==> config.mk <==
export PLATFORM = sky130hd
export DESIGN_NAME = gpio_edge_detect_wakeup
export DESIGN_NICKNAME = d
export VERILOG_FILES = /design/src/gpio_wake_pkg.sv /design/src/gpio_edge_detect_wakeup.sv
export SDC_FILE = /design/constraint.sdc
export NUM_CORES = 1
export LEC_CHECK = 0
export BUFFER_PORTS_ARGS = -buffer_cell sky130_fd_sc_hd__buf_2
export CORE_MARGIN = 3
export CORE_UTILIZATION = 34
export DETAILED_ROUTE_END_ITERATION = 16
export GPL_ROUTABILITY_DRIVEN = 0
export HOLD_SLACK_MARGIN = 0.02
export SKIP_LAST_GASP = 1
export SYNTH_ARGS = -nofsm -noshare
export SYNTH_HDL_FRONTEND = slang
export SYNTH_SLANG_ARGS = --single-unit
==> constraint.sdc <==
create_clock -name clk_i -period 4.9 [get_ports clk_i]
set_input_delay 0.49 -clock clk_i [delete_from_list [all_inputs] [get_ports clk_i]]
set_output_delay 0.49 -clock clk_i [all_outputs]
set_load 0.02 [all_outputs]
==> src/gpio_wake_pkg.sv <==
package gpio_wake_pkg;

   // ----------------------------------------
   // Register map (byte addresses)
   // ----------------------------------------
   localparam logic [15:0] ADDR_RISE = 16'ha02c;
   localparam logic [15:0] ADDR_WAKE = 16'ha02e;
   localparam logic [15:0] ADDR_FALL = 16'ha03c;
   localparam logic [15:0] ADDR_IRQ_STAT = 16'ha040;
   localparam logic [15:0] ADDR_IRQ_MASK = 16'ha044;
   localparam logic [15:0] ADDR_CTRL = 16'ha048;

   // ----------------------------------------
   // Field layout and reset values
   // ----------------------------------------
   localparam int WAKE_RISE_BIT = 7;
   localparam int WAKE_FALL_BIT = 6;
   localparam int GLITCH_LSB = 4;
   localparam int SEL_LSB = 0;
   localparam logic [7:0] RESET_BYTE = 8'h00;
   localparam int STAT_PIN = 0;
   localparam int STAT_WAKE_RISE = 1;
   localparam int STAT_WAKE_FALL = 2;

   // ----------------------------------------
   // Timing
   // ----------------------------------------
   localparam int CLK_MHZ = 250;
   localparam int GLITCH_BASE_MS = 1;
   localparam int GLITCH_BASE_CYC = GLITCH_BASE_MS * CLK_MHZ * 1000;

   typedef enum logic [1:0] {
      FLT_IDLE = 2'b00,
      FLT_COUNT = 2'b01,
      FLT_FIRE = 2'b11
   } flt_state_e;

   typedef struct packed {
      logic [7:0] rise_flag;
      logic [7:0] rise_en;
      logic [7:0] fall_flag;
      logic [7:0] fall_en;
      logic wake_rise_en;
      logic wake_fall_en;
      logic wake_rise_flag;
      logic wake_fall_flag;
      logic [1:0] glitch_time;
      logic [3:0] pin_select;
      logic pin_irq_en;
      logic [2:0] irq_stat;
      logic [2:0] irq_mask;
   } regs_s;

endpackage : gpio_wake_pkg

==> src/gpio_edge_detect_wakeup.sv <==
// Register access over Wishbone was chosen for this implementation.
`timescale 1ns/1ns
// What this block does
// - Rising edge sets enabled pin rise flag
// - Rise flag cleared by writing enable zero
// - Rise flags raise pin interrupt when enabled
// - Rise register reads flags, writes enables
// - Falling edge sets enabled pin fall flag
// - Fall flag cleared by writing fall enable zero
// - Fall flags raise pin interrupt when enabled
// - Fall register reads flags, writes enables
// - Any enabled edge event wakes CPU; irq_o only when its irq_mask bit is set
// - Wake path edges chosen, filter after detect
// - Pulses shorter than filter time ignored
// - Select field picks one port0/port1 pin
// - Bit 7 enables rising wake-up
// - Rising wake flag set, cleared by enable
// - Bit 6 enables falling wake-up
// - Falling wake flag set, cleared by enable
// - Filter codes 00/10/11 give 1/4/8 ms
module gpio_edge_detect_wakeup
   import gpio_wake_pkg::*;
#(
   parameter int BASE_CYC = GLITCH_BASE_CYC
) (
   input wire logic clk_i, // System clock
   input wire logic rst_i, // Synchronous reset
   input wire logic [7:0] port_d_pin_i, // Port 4 pins
   input wire logic [7:0] port_a_pin_i, // Port 0 pins
   input wire logic [7:0] port_b_pin_i, // Port 1 pins
   input wire logic cyc_i, // Wishbone cycle
   input wire logic stb_i, // Wishbone strobe
   input wire logic we_i, // Wishbone write
   input wire logic [15:0] adr_i, // Wishbone byte address
   input wire logic [3:0] sel_i, // Wishbone byte select
   input wire logic [31:0] dat_i, // Wishbone write data
   output logic [31:0] dat_o, // Wishbone read data
   output logic ack_o, // Wishbone acknowledge
   output logic gpio_edge_irq_line_o, // Shared edge interrupt
   output logic wake_o, // CPU wake request pulse
   output logic irq_o // Masked status interrupt
);

   // Elaboration refuses a base that would give a zero-length filter
   if (BASE_CYC < 1) begin : g_bad_base
      $error("BASE_CYC must be at least 1");
   end

   localparam int CW = $clog2(8 * BASE_CYC + 1) + 1;

   typedef struct packed {
      regs_s r;
      logic [7:0] d_s1, d_s2, d_s3;
      logic [15:0] w_s1, w_s2;
      logic w_s3;
      flt_state_e st;
      logic st_rise;
      logic [CW-1:0] cnt;
      logic [31:0] dat;
      logic ack;
      logic edge_irq;
      logic wake;
      logic irq;
   } state_s;

   state_s q, next_q;

   // ----------------------------------------
   // Helpers
   // ----------------------------------------
   function automatic logic [CW-1:0] glitch_cycles(input logic [1:0] code);
      logic [CW-1:0] mult;
      mult = CW'(1) << code;
      return CW'(BASE_CYC) * mult;
   endfunction : glitch_cycles

   function automatic logic hit(input logic [15:0] a, input logic [15:0] want);
      return a[15:2] == want[15:2];
   endfunction : hit

   logic wr, rd_sel, pin_rise, pin_fall, sel_level;
   logic [7:0] d_rise, d_fall;
   logic [2:0] stat_set;

   always_comb begin
      next_q = q;
      wr = cyc_i && stb_i && we_i && !q.ack && sel_i[0];
      rd_sel = 1'b0;
      next_q.d_s1 = port_d_pin_i;
      next_q.d_s2 = q.d_s1;
      next_q.d_s3 = q.d_s2;
      next_q.w_s1 = {port_b_pin_i, port_a_pin_i};
      next_q.w_s2 = q.w_s1;
      d_rise = q.d_s2 & ~q.d_s3;
      d_fall = ~q.d_s2 & q.d_s3;
      sel_level = q.w_s2[q.r.pin_select];
      next_q.w_s3 = sel_level;
      pin_rise = sel_level && !q.w_s3;
      pin_fall = !sel_level && q.w_s3;
      stat_set = 3'b000;

      next_q.r.rise_flag = q.r.rise_flag | (d_rise & q.r.rise_en);
      next_q.r.fall_flag = q.r.fall_flag | (d_fall & q.r.fall_en);

      // ----------------------------------------
      // Noise filter after edge detection
      // ----------------------------------------
      // edge starts timer, level must hold
      case (q.st)
         FLT_IDLE: begin
            next_q.cnt = '0;
            if ((pin_rise && q.r.wake_rise_en) || (pin_fall && q.r.wake_fall_en)) begin
               next_q.st = FLT_COUNT;
               next_q.st_rise = pin_rise;
            end
         end
         FLT_COUNT: begin
            if (sel_level != q.st_rise) begin
               next_q.st = FLT_IDLE;
            end else if (q.cnt >= glitch_cycles(q.r.glitch_time) - CW'(1)) begin
               next_q.st = FLT_FIRE;
            end else begin
               next_q.cnt = q.cnt + CW'(1);
            end
         end
         FLT_FIRE: begin
            next_q.st = FLT_IDLE;
            if (q.st_rise && q.r.wake_rise_en) begin
               next_q.r.wake_rise_flag = 1'b1;
               stat_set[STAT_WAKE_RISE] = 1'b1;
            end
            if (!q.st_rise && q.r.wake_fall_en) begin
               next_q.r.wake_fall_flag = 1'b1;
               stat_set[STAT_WAKE_FALL] = 1'b1;
            end
         end
         default: next_q.st = FLT_IDLE;
      endcase
      stat_set[STAT_PIN] = |((d_rise & q.r.rise_en) | (d_fall & q.r.fall_en));

      // ----------------------------------------
      // Wishbone slave, one registered ack cycle, the cycle after the strobe
      // ----------------------------------------
      next_q.ack = cyc_i && stb_i && !q.ack;
      next_q.dat = '0;
      if (cyc_i && stb_i && !q.ack) begin
         if (hit(adr_i, ADDR_WAKE) && adr_i[1:0] == 2'b10) begin
            next_q.dat[7:0] = {q.r.wake_rise_flag, q.r.wake_fall_flag,
                               q.r.glitch_time, q.r.pin_select};
         end else if (hit(adr_i, ADDR_RISE)) next_q.dat[7:0] = q.r.rise_flag;
         else if (hit(adr_i, ADDR_FALL)) next_q.dat[7:0] = q.r.fall_flag;
         else if (hit(adr_i, ADDR_IRQ_STAT)) next_q.dat[2:0] = q.r.irq_stat;
         else if (hit(adr_i, ADDR_IRQ_MASK)) next_q.dat[2:0] = q.r.irq_mask;
         else if (hit(adr_i, ADDR_CTRL)) next_q.dat[0] = q.r.pin_irq_en;
         rd_sel = 1'b1;
      end
      // Wake register shares an aligned word with the rise register, so byte address offset 2 (adr_i[1:0] == 2'b10) selects it
      if (wr && hit(adr_i, ADDR_RISE) && adr_i[1:0] == 2'b00) begin
         next_q.r.rise_en = dat_i[7:0];
         next_q.r.rise_flag = next_q.r.rise_flag & dat_i[7:0];
      end
      if (wr && hit(adr_i, ADDR_FALL)) begin
         next_q.r.fall_en = dat_i[7:0];
         next_q.r.fall_flag = next_q.r.fall_flag & dat_i[7:0];
      end
      if (cyc_i && stb_i && we_i && !q.ack && adr_i[1:0] == 2'b10 && hit(adr_i, ADDR_WAKE)) begin
         next_q.r.wake_rise_en = dat_i[WAKE_RISE_BIT];
         next_q.r.wake_fall_en = dat_i[WAKE_FALL_BIT];
         next_q.r.glitch_time = dat_i[GLITCH_LSB +: 2];
         next_q.r.pin_select = dat_i[SEL_LSB +: 4];
         // flags cleared only by zero enable
         if (!dat_i[WAKE_RISE_BIT]) next_q.r.wake_rise_flag = 1'b0;
         if (!dat_i[WAKE_FALL_BIT]) next_q.r.wake_fall_flag = 1'b0;
      end
      if (wr && hit(adr_i, ADDR_IRQ_MASK)) next_q.r.irq_mask = dat_i[2:0];
      if (wr && hit(adr_i, ADDR_CTRL)) next_q.r.pin_irq_en = dat_i[0];
      // Set beats write-one-to-clear
      if (wr && hit(adr_i, ADDR_IRQ_STAT)) begin
         next_q.r.irq_stat = (q.r.irq_stat & ~dat_i[2:0]) | stat_set;
      end else begin
         next_q.r.irq_stat = q.r.irq_stat | stat_set;
      end

      next_q.edge_irq = q.r.pin_irq_en && |(q.r.rise_flag | q.r.fall_flag);
      next_q.wake = stat_set[STAT_PIN] || stat_set[STAT_WAKE_RISE] || stat_set[STAT_WAKE_FALL];
      next_q.irq = |(next_q.r.irq_stat & q.r.irq_mask);
      if (!rd_sel) next_q.dat = '0;
   end

   always_ff @(posedge clk_i) begin
      if (rst_i) begin
         q <= '0;
      end else begin
         q <= next_q;
      end
   end

   assign dat_o = q.dat;
   assign ack_o = q.ack;
   assign gpio_edge_irq_line_o = q.edge_irq;
   assign wake_o = q.wake;
   assign irq_o = q.irq;

   // ----------------------------------------
   // Check helpers
   // ----------------------------------------
   logic [7:0] wdat_lo;
   logic [7:0] wake_view;
   logic wake_wr;
   logic [CW-1:0] min_hold;
   assign wdat_lo = dat_i[7:0];
   assign wake_view = {q.r.wake_rise_flag, q.r.wake_fall_flag, q.r.glitch_time, q.r.pin_select};
   assign wake_wr = cyc_i && stb_i && we_i && !q.ack && adr_i == ADDR_WAKE;
   // Filter length from the code table itself, kept apart from the counter logic
   assign min_hold = CW'(BASE_CYC) << q.r.glitch_time;

   // ----------------------------------------
   // Checks
   // ----------------------------------------
   a_rise_flag_set: assert property (@(posedge clk_i) disable iff (rst_i)
      (q.d_s2[0] && !q.d_s3[0] && q.r.rise_en[0] && !wr) |=> q.r.rise_flag[0])
      else $error("rise flag not set");
   a_rise_flag_clear: assert property (@(posedge clk_i) disable iff (rst_i)
      $fell(q.r.rise_en[0]) |-> !q.r.rise_flag[0])
      else $error("rise flag survived enable clear");
   a_pin_irq_line: assert property (@(posedge clk_i) disable iff (rst_i)
      (q.r.pin_irq_en && |q.r.rise_flag) |=> gpio_edge_irq_line_o)
      else $error("pin interrupt missing");
   a_fall_flag_set: assert property (@(posedge clk_i) disable iff (rst_i)
      (!q.d_s2[0] && q.d_s3[0] && q.r.fall_en[0] && !wr) |=> q.r.fall_flag[0])
      else $error("fall flag not set");
   a_fall_flag_clear: assert property (@(posedge clk_i) disable iff (rst_i)
      $fell(q.r.fall_en[0]) |-> !q.r.fall_flag[0])
      else $error("fall flag survived enable clear");
   a_edge_wakes_cpu: assert property (@(posedge clk_i) disable iff (rst_i)
      (|(q.d_s2 & ~q.d_s3 & q.r.rise_en)) |=> wake_o)
      else $error("edge did not wake cpu");
   a_short_pulse_dropped: assert property (@(posedge clk_i) disable iff (rst_i)
      (q.st == FLT_COUNT && sel_level != q.st_rise) |=> q.st == FLT_IDLE)
      else $error("short pulse not filtered");
   a_wake_flag_timing: assert property (@(posedge clk_i) disable iff (rst_i)
      (q.st == FLT_FIRE && q.st_rise && q.r.wake_rise_en) |=> q.r.wake_rise_flag)
      else $error("wake rise flag not set");
   a_bus_ack_once: assert property (@(posedge clk_i) disable iff (rst_i)
      ack_o |=> !ack_o)
      else $error("ack held two cycles");

   // ----------------------------------------
   // Register bus checks
   // ----------------------------------------

   a_rise_read_data: assert property (@(posedge clk_i) disable iff (rst_i)
      (cyc_i && stb_i && !we_i && !ack_o && adr_i == ADDR_RISE) |=> dat_o[7:0] == $past(q.r.rise_flag))
      else $error("rise read data wrong");

   a_fall_read_data: assert property (@(posedge clk_i) disable iff (rst_i)
      (cyc_i && stb_i && !we_i && !ack_o && adr_i == ADDR_FALL) |=> dat_o[7:0] == $past(q.r.fall_flag))
      else $error("fall read data wrong");

   a_wake_read_data: assert property (@(posedge clk_i) disable iff (rst_i)
      (cyc_i && stb_i && !we_i && !ack_o && adr_i == ADDR_WAKE) |=> dat_o[7:0] == $past(wake_view))
      else $error("wake read data wrong");

   a_rise_en_load: assert property (@(posedge clk_i) disable iff (rst_i)
      (wr && adr_i == ADDR_RISE) |=> q.r.rise_en == $past(wdat_lo))
      else $error("rise enables not loaded");

   a_fall_en_load: assert property (@(posedge clk_i) disable iff (rst_i)
      (wr && adr_i == ADDR_FALL) |=> q.r.fall_en == $past(wdat_lo))
      else $error("fall enables not loaded");

   a_wake_cfg_load: assert property (@(posedge clk_i) disable iff (rst_i)
      wake_wr |=> {q.r.wake_rise_en, q.r.wake_fall_en, q.r.glitch_time, q.r.pin_select}
         == $past(wdat_lo))
      else $error("wake config not loaded");

   a_rise_mask_clear: assert property (@(posedge clk_i) disable iff (rst_i)
      (wr && adr_i == ADDR_RISE) |=> (q.r.rise_flag & ~q.r.rise_en) == 8'h00)
      else $error("rise flag kept without enable");

   a_fall_mask_clear: assert property (@(posedge clk_i) disable iff (rst_i)
      (wr && adr_i == ADDR_FALL) |=> (q.r.fall_flag & ~q.r.fall_en) == 8'h00)
      else $error("fall flag kept without enable");

   // Bus answers only a request
   a_ack_needs_req: assert property (@(posedge clk_i) disable iff (rst_i)
      !(cyc_i && stb_i) |=> !ack_o)
      else $error("ack without request");

   // Read data is zero outside the answer
   a_read_zero_idle: assert property (@(posedge clk_i) disable iff (rst_i)
      !ack_o |-> dat_o == 32'h00000000)
      else $error("read data without ack");

   // Status bit stays until cleared
   a_stat_sticky: assert property (@(posedge clk_i) disable iff (rst_i)
      (q.r.irq_stat[STAT_PIN] && !(wr && adr_i == ADDR_IRQ_STAT)) |=> q.r.irq_stat[STAT_PIN])
      else $error("status bit lost");

   // ----------------------------------------
   // Edge and wake checks
   // ----------------------------------------

   a_fall_irq_line: assert property (@(posedge clk_i) disable iff (rst_i)
      (q.r.pin_irq_en && |q.r.fall_flag) |=> gpio_edge_irq_line_o)
      else $error("fall interrupt missing");

   a_irq_line_off: assert property (@(posedge clk_i) disable iff (rst_i)
      !q.r.pin_irq_en |=> !gpio_edge_irq_line_o)
      else $error("pin interrupt without enable");

   a_fall_wakes_cpu: assert property (@(posedge clk_i) disable iff (rst_i)
      (|(~q.d_s2 & q.d_s3 & q.r.fall_en)) |=> wake_o)
      else $error("fall edge did not wake cpu");

   a_edge_sets_status: assert property (@(posedge clk_i) disable iff (rst_i)
      (|(q.d_s2 & ~q.d_s3 & q.r.rise_en)) |=> q.r.irq_stat[STAT_PIN])
      else $error("edge status not set");

   a_no_rise_no_flag: assert property (@(posedge clk_i) disable iff (rst_i)
      (q.d_s2 == q.d_s3) |=> (q.r.rise_flag & ~$past(q.r.rise_flag)) == 8'h00)
      else $error("rise flag without edge");

   a_no_fall_no_flag: assert property (@(posedge clk_i) disable iff (rst_i)
      (q.d_s2 == q.d_s3) |=> (q.r.fall_flag & ~$past(q.r.fall_flag)) == 8'h00)
      else $error("fall flag without edge");

   a_filter_idle_off: assert property (@(posedge clk_i) disable iff (rst_i)
      (q.st == FLT_IDLE && !q.r.wake_rise_en && !q.r.wake_fall_en) |=> q.st == FLT_IDLE)
      else $error("filter started while disabled");

   a_filter_full_time: assert property (@(posedge clk_i) disable iff (rst_i)
      (q.st == FLT_FIRE && $stable(q.r.glitch_time)) |-> q.cnt + CW'(1) >= min_hold)
      else $error("filter fired early");

   a_wake_fall_flag: assert property (@(posedge clk_i) disable iff (rst_i)
      (q.st == FLT_FIRE && !q.st_rise && q.r.wake_fall_en && !wake_wr) |=> q.r.wake_fall_flag)
      else $error("wake fall flag not set");

   a_wake_rise_clear: assert property (@(posedge clk_i) disable iff (rst_i)
      (wake_wr && !wdat_lo[WAKE_RISE_BIT]) |=> !q.r.wake_rise_flag)
      else $error("wake rise flag not cleared");

   a_wake_fall_clear: assert property (@(posedge clk_i) disable iff (rst_i)
      (wake_wr && !wdat_lo[WAKE_FALL_BIT]) |=> !q.r.wake_fall_flag)
      else $error("wake fall flag not cleared");

   a_rise_via_filter: assert property (@(posedge clk_i) disable iff (rst_i)
      (q.st != FLT_FIRE) |=> !$rose(q.r.wake_rise_flag))
      else $error("wake rise flag bypassed filter");

   a_fall_via_filter: assert property (@(posedge clk_i) disable iff (rst_i)
      (q.st != FLT_FIRE) |=> !$rose(q.r.wake_fall_flag))
      else $error("wake fall flag bypassed filter");

endmodule : gpio_edge_detect_wakeup

# Word level (Yosys, flattened, before mapping)
# Cells that the tools add are included.
dict set report totals {
  input_bits 81
  output_inout_bits 36
  wordCells 134
  ff_bits 167
}
dict set report classes {
  bitwise_logic 19
  shifts 1
  n_mul 1
  magnitude_cmp 2
  eq_ne 13
  add_sub_neg 2
  n_reduce_logical 38
  n_mux 30
}
# cell n
set op_table {}
lappend op_table {{14-bit == test, second input constant} 5}
lappend op_table {{8-bit bitwise AND} 6}
lappend op_table {{22-bit two-way mux} 2}
lappend op_table {{22-bit case mux with 2 select lines} 1}
lappend op_table {{16-bit two-way mux} 2}
lappend op_table {{8-bit bitwise OR} 4}
lappend op_table {{8-bit two-way mux} 3}
lappend op_table {{22-bit by 1-bit adder with 22-bit output, second input constant} 1}
lappend op_table {{22-bit greater-or-equal comparator} 1}
lappend op_table {{14-bit by 22-bit multiplier with 18-bit output, first input constant} 1}
lappend op_table {{1-bit by 2-bit << shifter with 22-bit output, first input constant} 1}
lappend op_table {{22-bit by 1-bit subtractor with 22-bit output, second input constant} 1}
lappend op_table {{1-bit logical AND} 21}
lappend op_table {{8-bit inverter} 2}
lappend op_table {{8-bit OR reduction} 2}
lappend op_table {{3-bit two-way mux} 4}
lappend op_table {{1-bit two-way mux} 10}
lappend op_table {{2-bit two-way mux} 5}
lappend op_table {{3-bit bitwise AND} 2}
lappend op_table {{2-bit != test, second input constant} 3}
lappend op_table {{3-bit bitwise OR} 2}
lappend op_table {{3-bit OR reduction} 2}
lappend op_table {{4-bit by 5-bit less-than comparator with 1-bit output, second input constant} 1}
lappend op_table {{5-bit two-way mux} 1}
lappend op_table {{other kinds (14)} 23}

# Logic depth before layout (Yosys ltp)
dict set report depth {
  ltp_word 9
  depth_mapped 25
  ltp_nobuf 22
}

# Worst setup path after synthesis
# OpenSTA, ideal clock, no wires.
dict set report synth_timing {
  path_type {flip-flop to flip-flop}
  start {register q[129] in the netlist's numbering}
  end {register q[40] in the netlist's numbering}
  period_less_slack_ns 5.230
  stages_incl_launch_ff 23
  n_path_buf 2
  required_time_ns 4.778
  setup_slack_ns -0.330
  setup_ns 0.122
  arrival_time_ns 5.107
  cell_sequence {dfxtp_1 > inv_1 > ha_1 > ha_1 > ha_1 > ha_1 > ha_1 > ha_1 > ha_1 > ha_1 > mux2_2 > a22oi_1 > xnor2_1 > ha_1 > nand4_1 > nor4_1 > nand3_1 > and4_1 > buf_1 > nand3_4 > buf_6 > nor4_1 > a311o_1}
}
dict set report synth_via {
  elab_chain_len 6
}
# item line_no
set synth_rtl {}
lappend synth_rtl {{start: declaration} gpio_edge_detect_wakeup.sv:66} ;# state_s q, next_q;
lappend synth_rtl {{start signal: assignment} gpio_edge_detect_wakeup.sv:194} ;# q <= next_q;
lappend synth_rtl {{1-bit by 2-bit << shifter with 22-bit output} gpio_edge_detect_wakeup.sv:73} ;# mult = CW'(1) << code;
lappend synth_rtl {{14-bit by 22-bit multiplier with 18-bit output} gpio_edge_detect_wakeup.sv:74} ;# return CW'(BASE_CYC) * mult;
lappend synth_rtl {{22-bit by 1-bit subtractor with 22-bit output} gpio_edge_detect_wakeup.sv:120} ;# end else if (q.cnt >= glitch_cycles(q.r.glitch_time) - CW'(1)) begin
lappend synth_rtl {{22-bit greater-or-equal comparator} gpio_edge_detect_wakeup.sv:120}
lappend synth_rtl {{2-bit != test (no line)} n/a}
lappend synth_rtl {{3-bit AND reduction (no line)} n/a}
# No other way between the ends.
# A chain may end at the register's enable or synchronous reset.

# Worst setup path after layout
dict set report layout_timing {
  start {register q[129] in the netlist's numbering}
  end {register q[45] in the netlist's numbering}
}
# Same word-level chain as after synthesis.

==> flow_summary.json <==
{
  "worstPathRequired_ns": 5.24,
  "async_flop_share_pct": 0,
  "worst_hold_path.num_cells": 2,
  "setup_tns_ns": 0,
  "fin_crit_sh_pct": 95.5,
  "final_nets": 970,
  "clockBufferDepth": 2,
  "synth_area_um2": 6800,
  "wire_per_inst_um": 14.3,
  "syn_avg_cell_area_um2": 8.72,
  "swShare_pct": 24.7,
  "clockRootBuffer": "clkbuf_16",
  "ant_nets": 0,
  "hold_ws_ns": 0.270,
  "power_frac_seq_pct": 47.1,
  "worst_r2r_endpoint": "q[45]",
  "drc": 0,
  "numClockSinks": 143,
  "hold_start": "port_d_pin_i[2]",
  "p_leak_nw": 3.15,
  "dieArea_um2": 21700,
  "multi_input_comb_area_um2": 3750,
  "viasPerCell": 4.88,
  "grt_start_max_net_pins": 105,
  "fin_util_pct": 41.8,
  "drive_gt1_share_pct": 20.5,
  "drv_cap": 0,
  "cts_hold_buf": 0,
  "hold_violations": 0,
  "grt.total_usage_pct": 14.9,
  "drt_first_pass_iters": 5,
  "setup_violations": 0,
  "coreArea_um2": 19600,
  "dieWidth_um": 147,
  "worstSetupPathType": "reg -> reg",
  "dr.first_iter.drc_count": 445,
  "cts.clk_slew.worst_paths_ns": 0.07,
  "tightestPinTransition_ns": 1.06,
  "switching_power_mw": 0.621,
  "p_int_mw": 1.90,
  "syn_inst": 780,
  "crit_fanout": 6,
  "cts_tree": "done",
  "clockPowerShare_pct": 48.8,
  "whs_endpoint": "next_q[104]",
  "pwr-share-comb_pct": 4.1,
  "seq_area_frac_synth_pct": 42.1,
  "antenna_found_initial": 0,
  "synthFlopType": "dfxtp_1",
  "grt_pass1_vias": 5199,
  "diodes": 0,
  "clk_latency_ns": 0.42,
  "seqCellArea_um2": 2870,
  "htreeDepth": 4,
  "end_kind": "flip-flop",
  "synthToLayoutAreaGrowth_pct": 20.5,
  "ys_types": 60,
  "port_buffers": 65,
  "status": "completed",
  "rr_startpoint": "q[129]",
  "synth_edf_count": 0,
  "die_h_um": 147,
  "cts_made_buffers": 17,
  "min_period_ns": 4.68,
  "r2r_slack_ns": 0.22,
  "finalWorstSetupSlack_ns": 0.222,
  "reg2reg_depth": 21,
  "wirelength_um": 16100,
  "rows": 51,
  "ys_ff_latch": 143,
  "fmax_ghz": 0.214,
  "slew_headroom_pct": 29.3,
  "start_util_pct": 34.7,
  "cp.arrival_ns": 5.02,
  "grt_first_pass_wirelength_um": 26200,
  "total_power_mw": 2.52,
  "skew_ns": 0.0109,
  "dp_hpwl_um": 11400,
  "power_density_nw_per_um2": 307,
  "num_io_pins": 117,
  "ys_warn_count": 0,
  "grt_overflow": 0,
  "drv_slew": 0,
  "final.fill_count": 1971,
  "ir_drop_mv": 0.221,
  "min_path_type": "in -> reg",
  "cp-start-kind": "flip-flop",
  "num_vias": 5512,
  "place_ws_ns": -0.211
}
[registers in the layout, indices dropped and copies added, names as in the netlist]
name,count
ack_o,1
dat_o,8
gpio_edge_irq_line_o,1
irq_o,1
next_q,32
q,99
wake_o,1
[Yosys cell counts, types with 20 or more instances]
master / instances / area share [%]
inv_1: 25 / 1.4
clkbuf_1: 27 / 1.5
nor3_1: 20 / 1.5
nand2_1: 85 / 4.7
a21oi_1: 48 / 3.5
o21ai_0: 21 / 1.5
mux2i_1: 23 / 3.4
nor2_1: 60 / 3.3
buf_4: 33 / 3.6
dfxtp_1: 143 / 42
ha_1: 37 / 6.8
nand3_1: 34 / 2.5
nor2b_1: 62 / 5.7
[power groups by stage]
stage	Clock, mW	Sequential [mW]	Combinational, mW
floorplan	0	1.21	0.0781
global placement	0	1.22	0.0996
detailed placement	0	1.22	0.100
CTS	1.25	1.19	0.101
global route	1.32	1.19	0.114
finish	1.23	1.19	0.102
[repair_timing]
item | 4_1_cts | 5_1_grt
pin swaps | 17 | 16
gates cloned | 1 | 0
buffers inserted | 2 | 3
setup endpoints to repair | 22 | 22
resized for setup | 14 | 31
[per-stage QoR]
stage	instance area [um2]	std cells
after detailed placement	7360	1092
after CTS	7980	1127
after global placement	7360	1092
after floorplan	6910	804
final	8200	1130
after global routing	8200	1130
[critical path: stages (launching register included)]
cell	delay (ns)
dfxtp_4	0.40
inv_6	0.06
ha_4	0.16
ha_4	0.27
ha_4	0.20
ha_4	0.22
ha_4	0.24
ha_4	0.24
ha_4	0.23
ha_2	0.18
mux2_4	0.26
a22oi_2	0.19
xnor2_1	0.15
ha_1	0.27
nand4_1	0.12
buf_4	0.14
nor2_1	0.05
a2bb2oi_2	0.13
and4_4	0.29
nand3_4	0.12
or4b_1	0.55
a31oi_1	0.13
[worst max path at each step]
stage	start	end	slack, ns	cells after the start
after floorplan	q[129]	q[45]	0.01	21
after CTS	q[129]	q[38]	0.002	21
after global routing	q[129]	q[45]	-0.009	21
after global placement	q[130]	q[42]	-0.21	21
after detailed placement	q[130]	q[52]	-0.21	23
final	q[129]	q[45]	0.22	21
[layout by cell type (no fill, tap or decap), types with 5 or more instances in the layout]
cell       Yosys  routed
dfxtp_1      143     141
nand2_1       85      84
buf_2          3      64
nor2b_1       62      62
nor2_1        60      59
a21oi_1       48      47
nand3_1       34      34
buf_4         33      30
conb_1         1      25
ha_1          37      24
mux2i_1       23      23
inv_1         25      21
o21ai_0       21      20
nor3_1        20      20
clkbuf_16      0      17
nand4_1       16      16
nand3b_1      13      13
ha_4           0      11
a31oi_1        9       9
or3_1          8       8
o221a_2        8       8
nor4_1         9       8
xnor2_1        7       7
o31ai_1        7       7
a211oi_1       7       6
inv_6          0       5
nor4b_1        6       5
and3_1         6       5
[layer usage]
layer / share of wire, % / vias to the layer above / track usage (%)
met5: 0 / - / 0
met3: 4.6 / 15 / 3.31
met1: 48 / 2529 / 20.1
li1: - / 2835 / -
met4: 1.4 / 0 / 4.52
met2: 47 / 133 / 24.0
[kinds of logic (layout without fill, tap and decap cells)]
logic type / Yosys count / in the layout / share of synthesized area [%]
AND/OR/NAND/NOR: 342 / 343 / 26.2
AO/OA/AOI/OAI: 130 / 130 / 12.6
XOR/XNOR: 9 / 9 / 1.16
other: 1 / 25 / 0.0551
buffers and inverters: 94 / 154 / 7.50
flip-flops: 143 / 143 / 42.1
multiplexers: 24 / 24 / 3.55
adder cells (fa/ha/maj): 37 / 37 / 6.80
[layout make-up]
class                      instances  area share, %
timing repair buffer              97           7.07
clock inverter                    14           1.48
multi-input combinational        568           45.8
sequential                       143           35.0
inverter                          25           1.24
tap                              265           4.04
clock buffer                      18           5.36
Note: power is estimated with default switching activity, not from simulation.
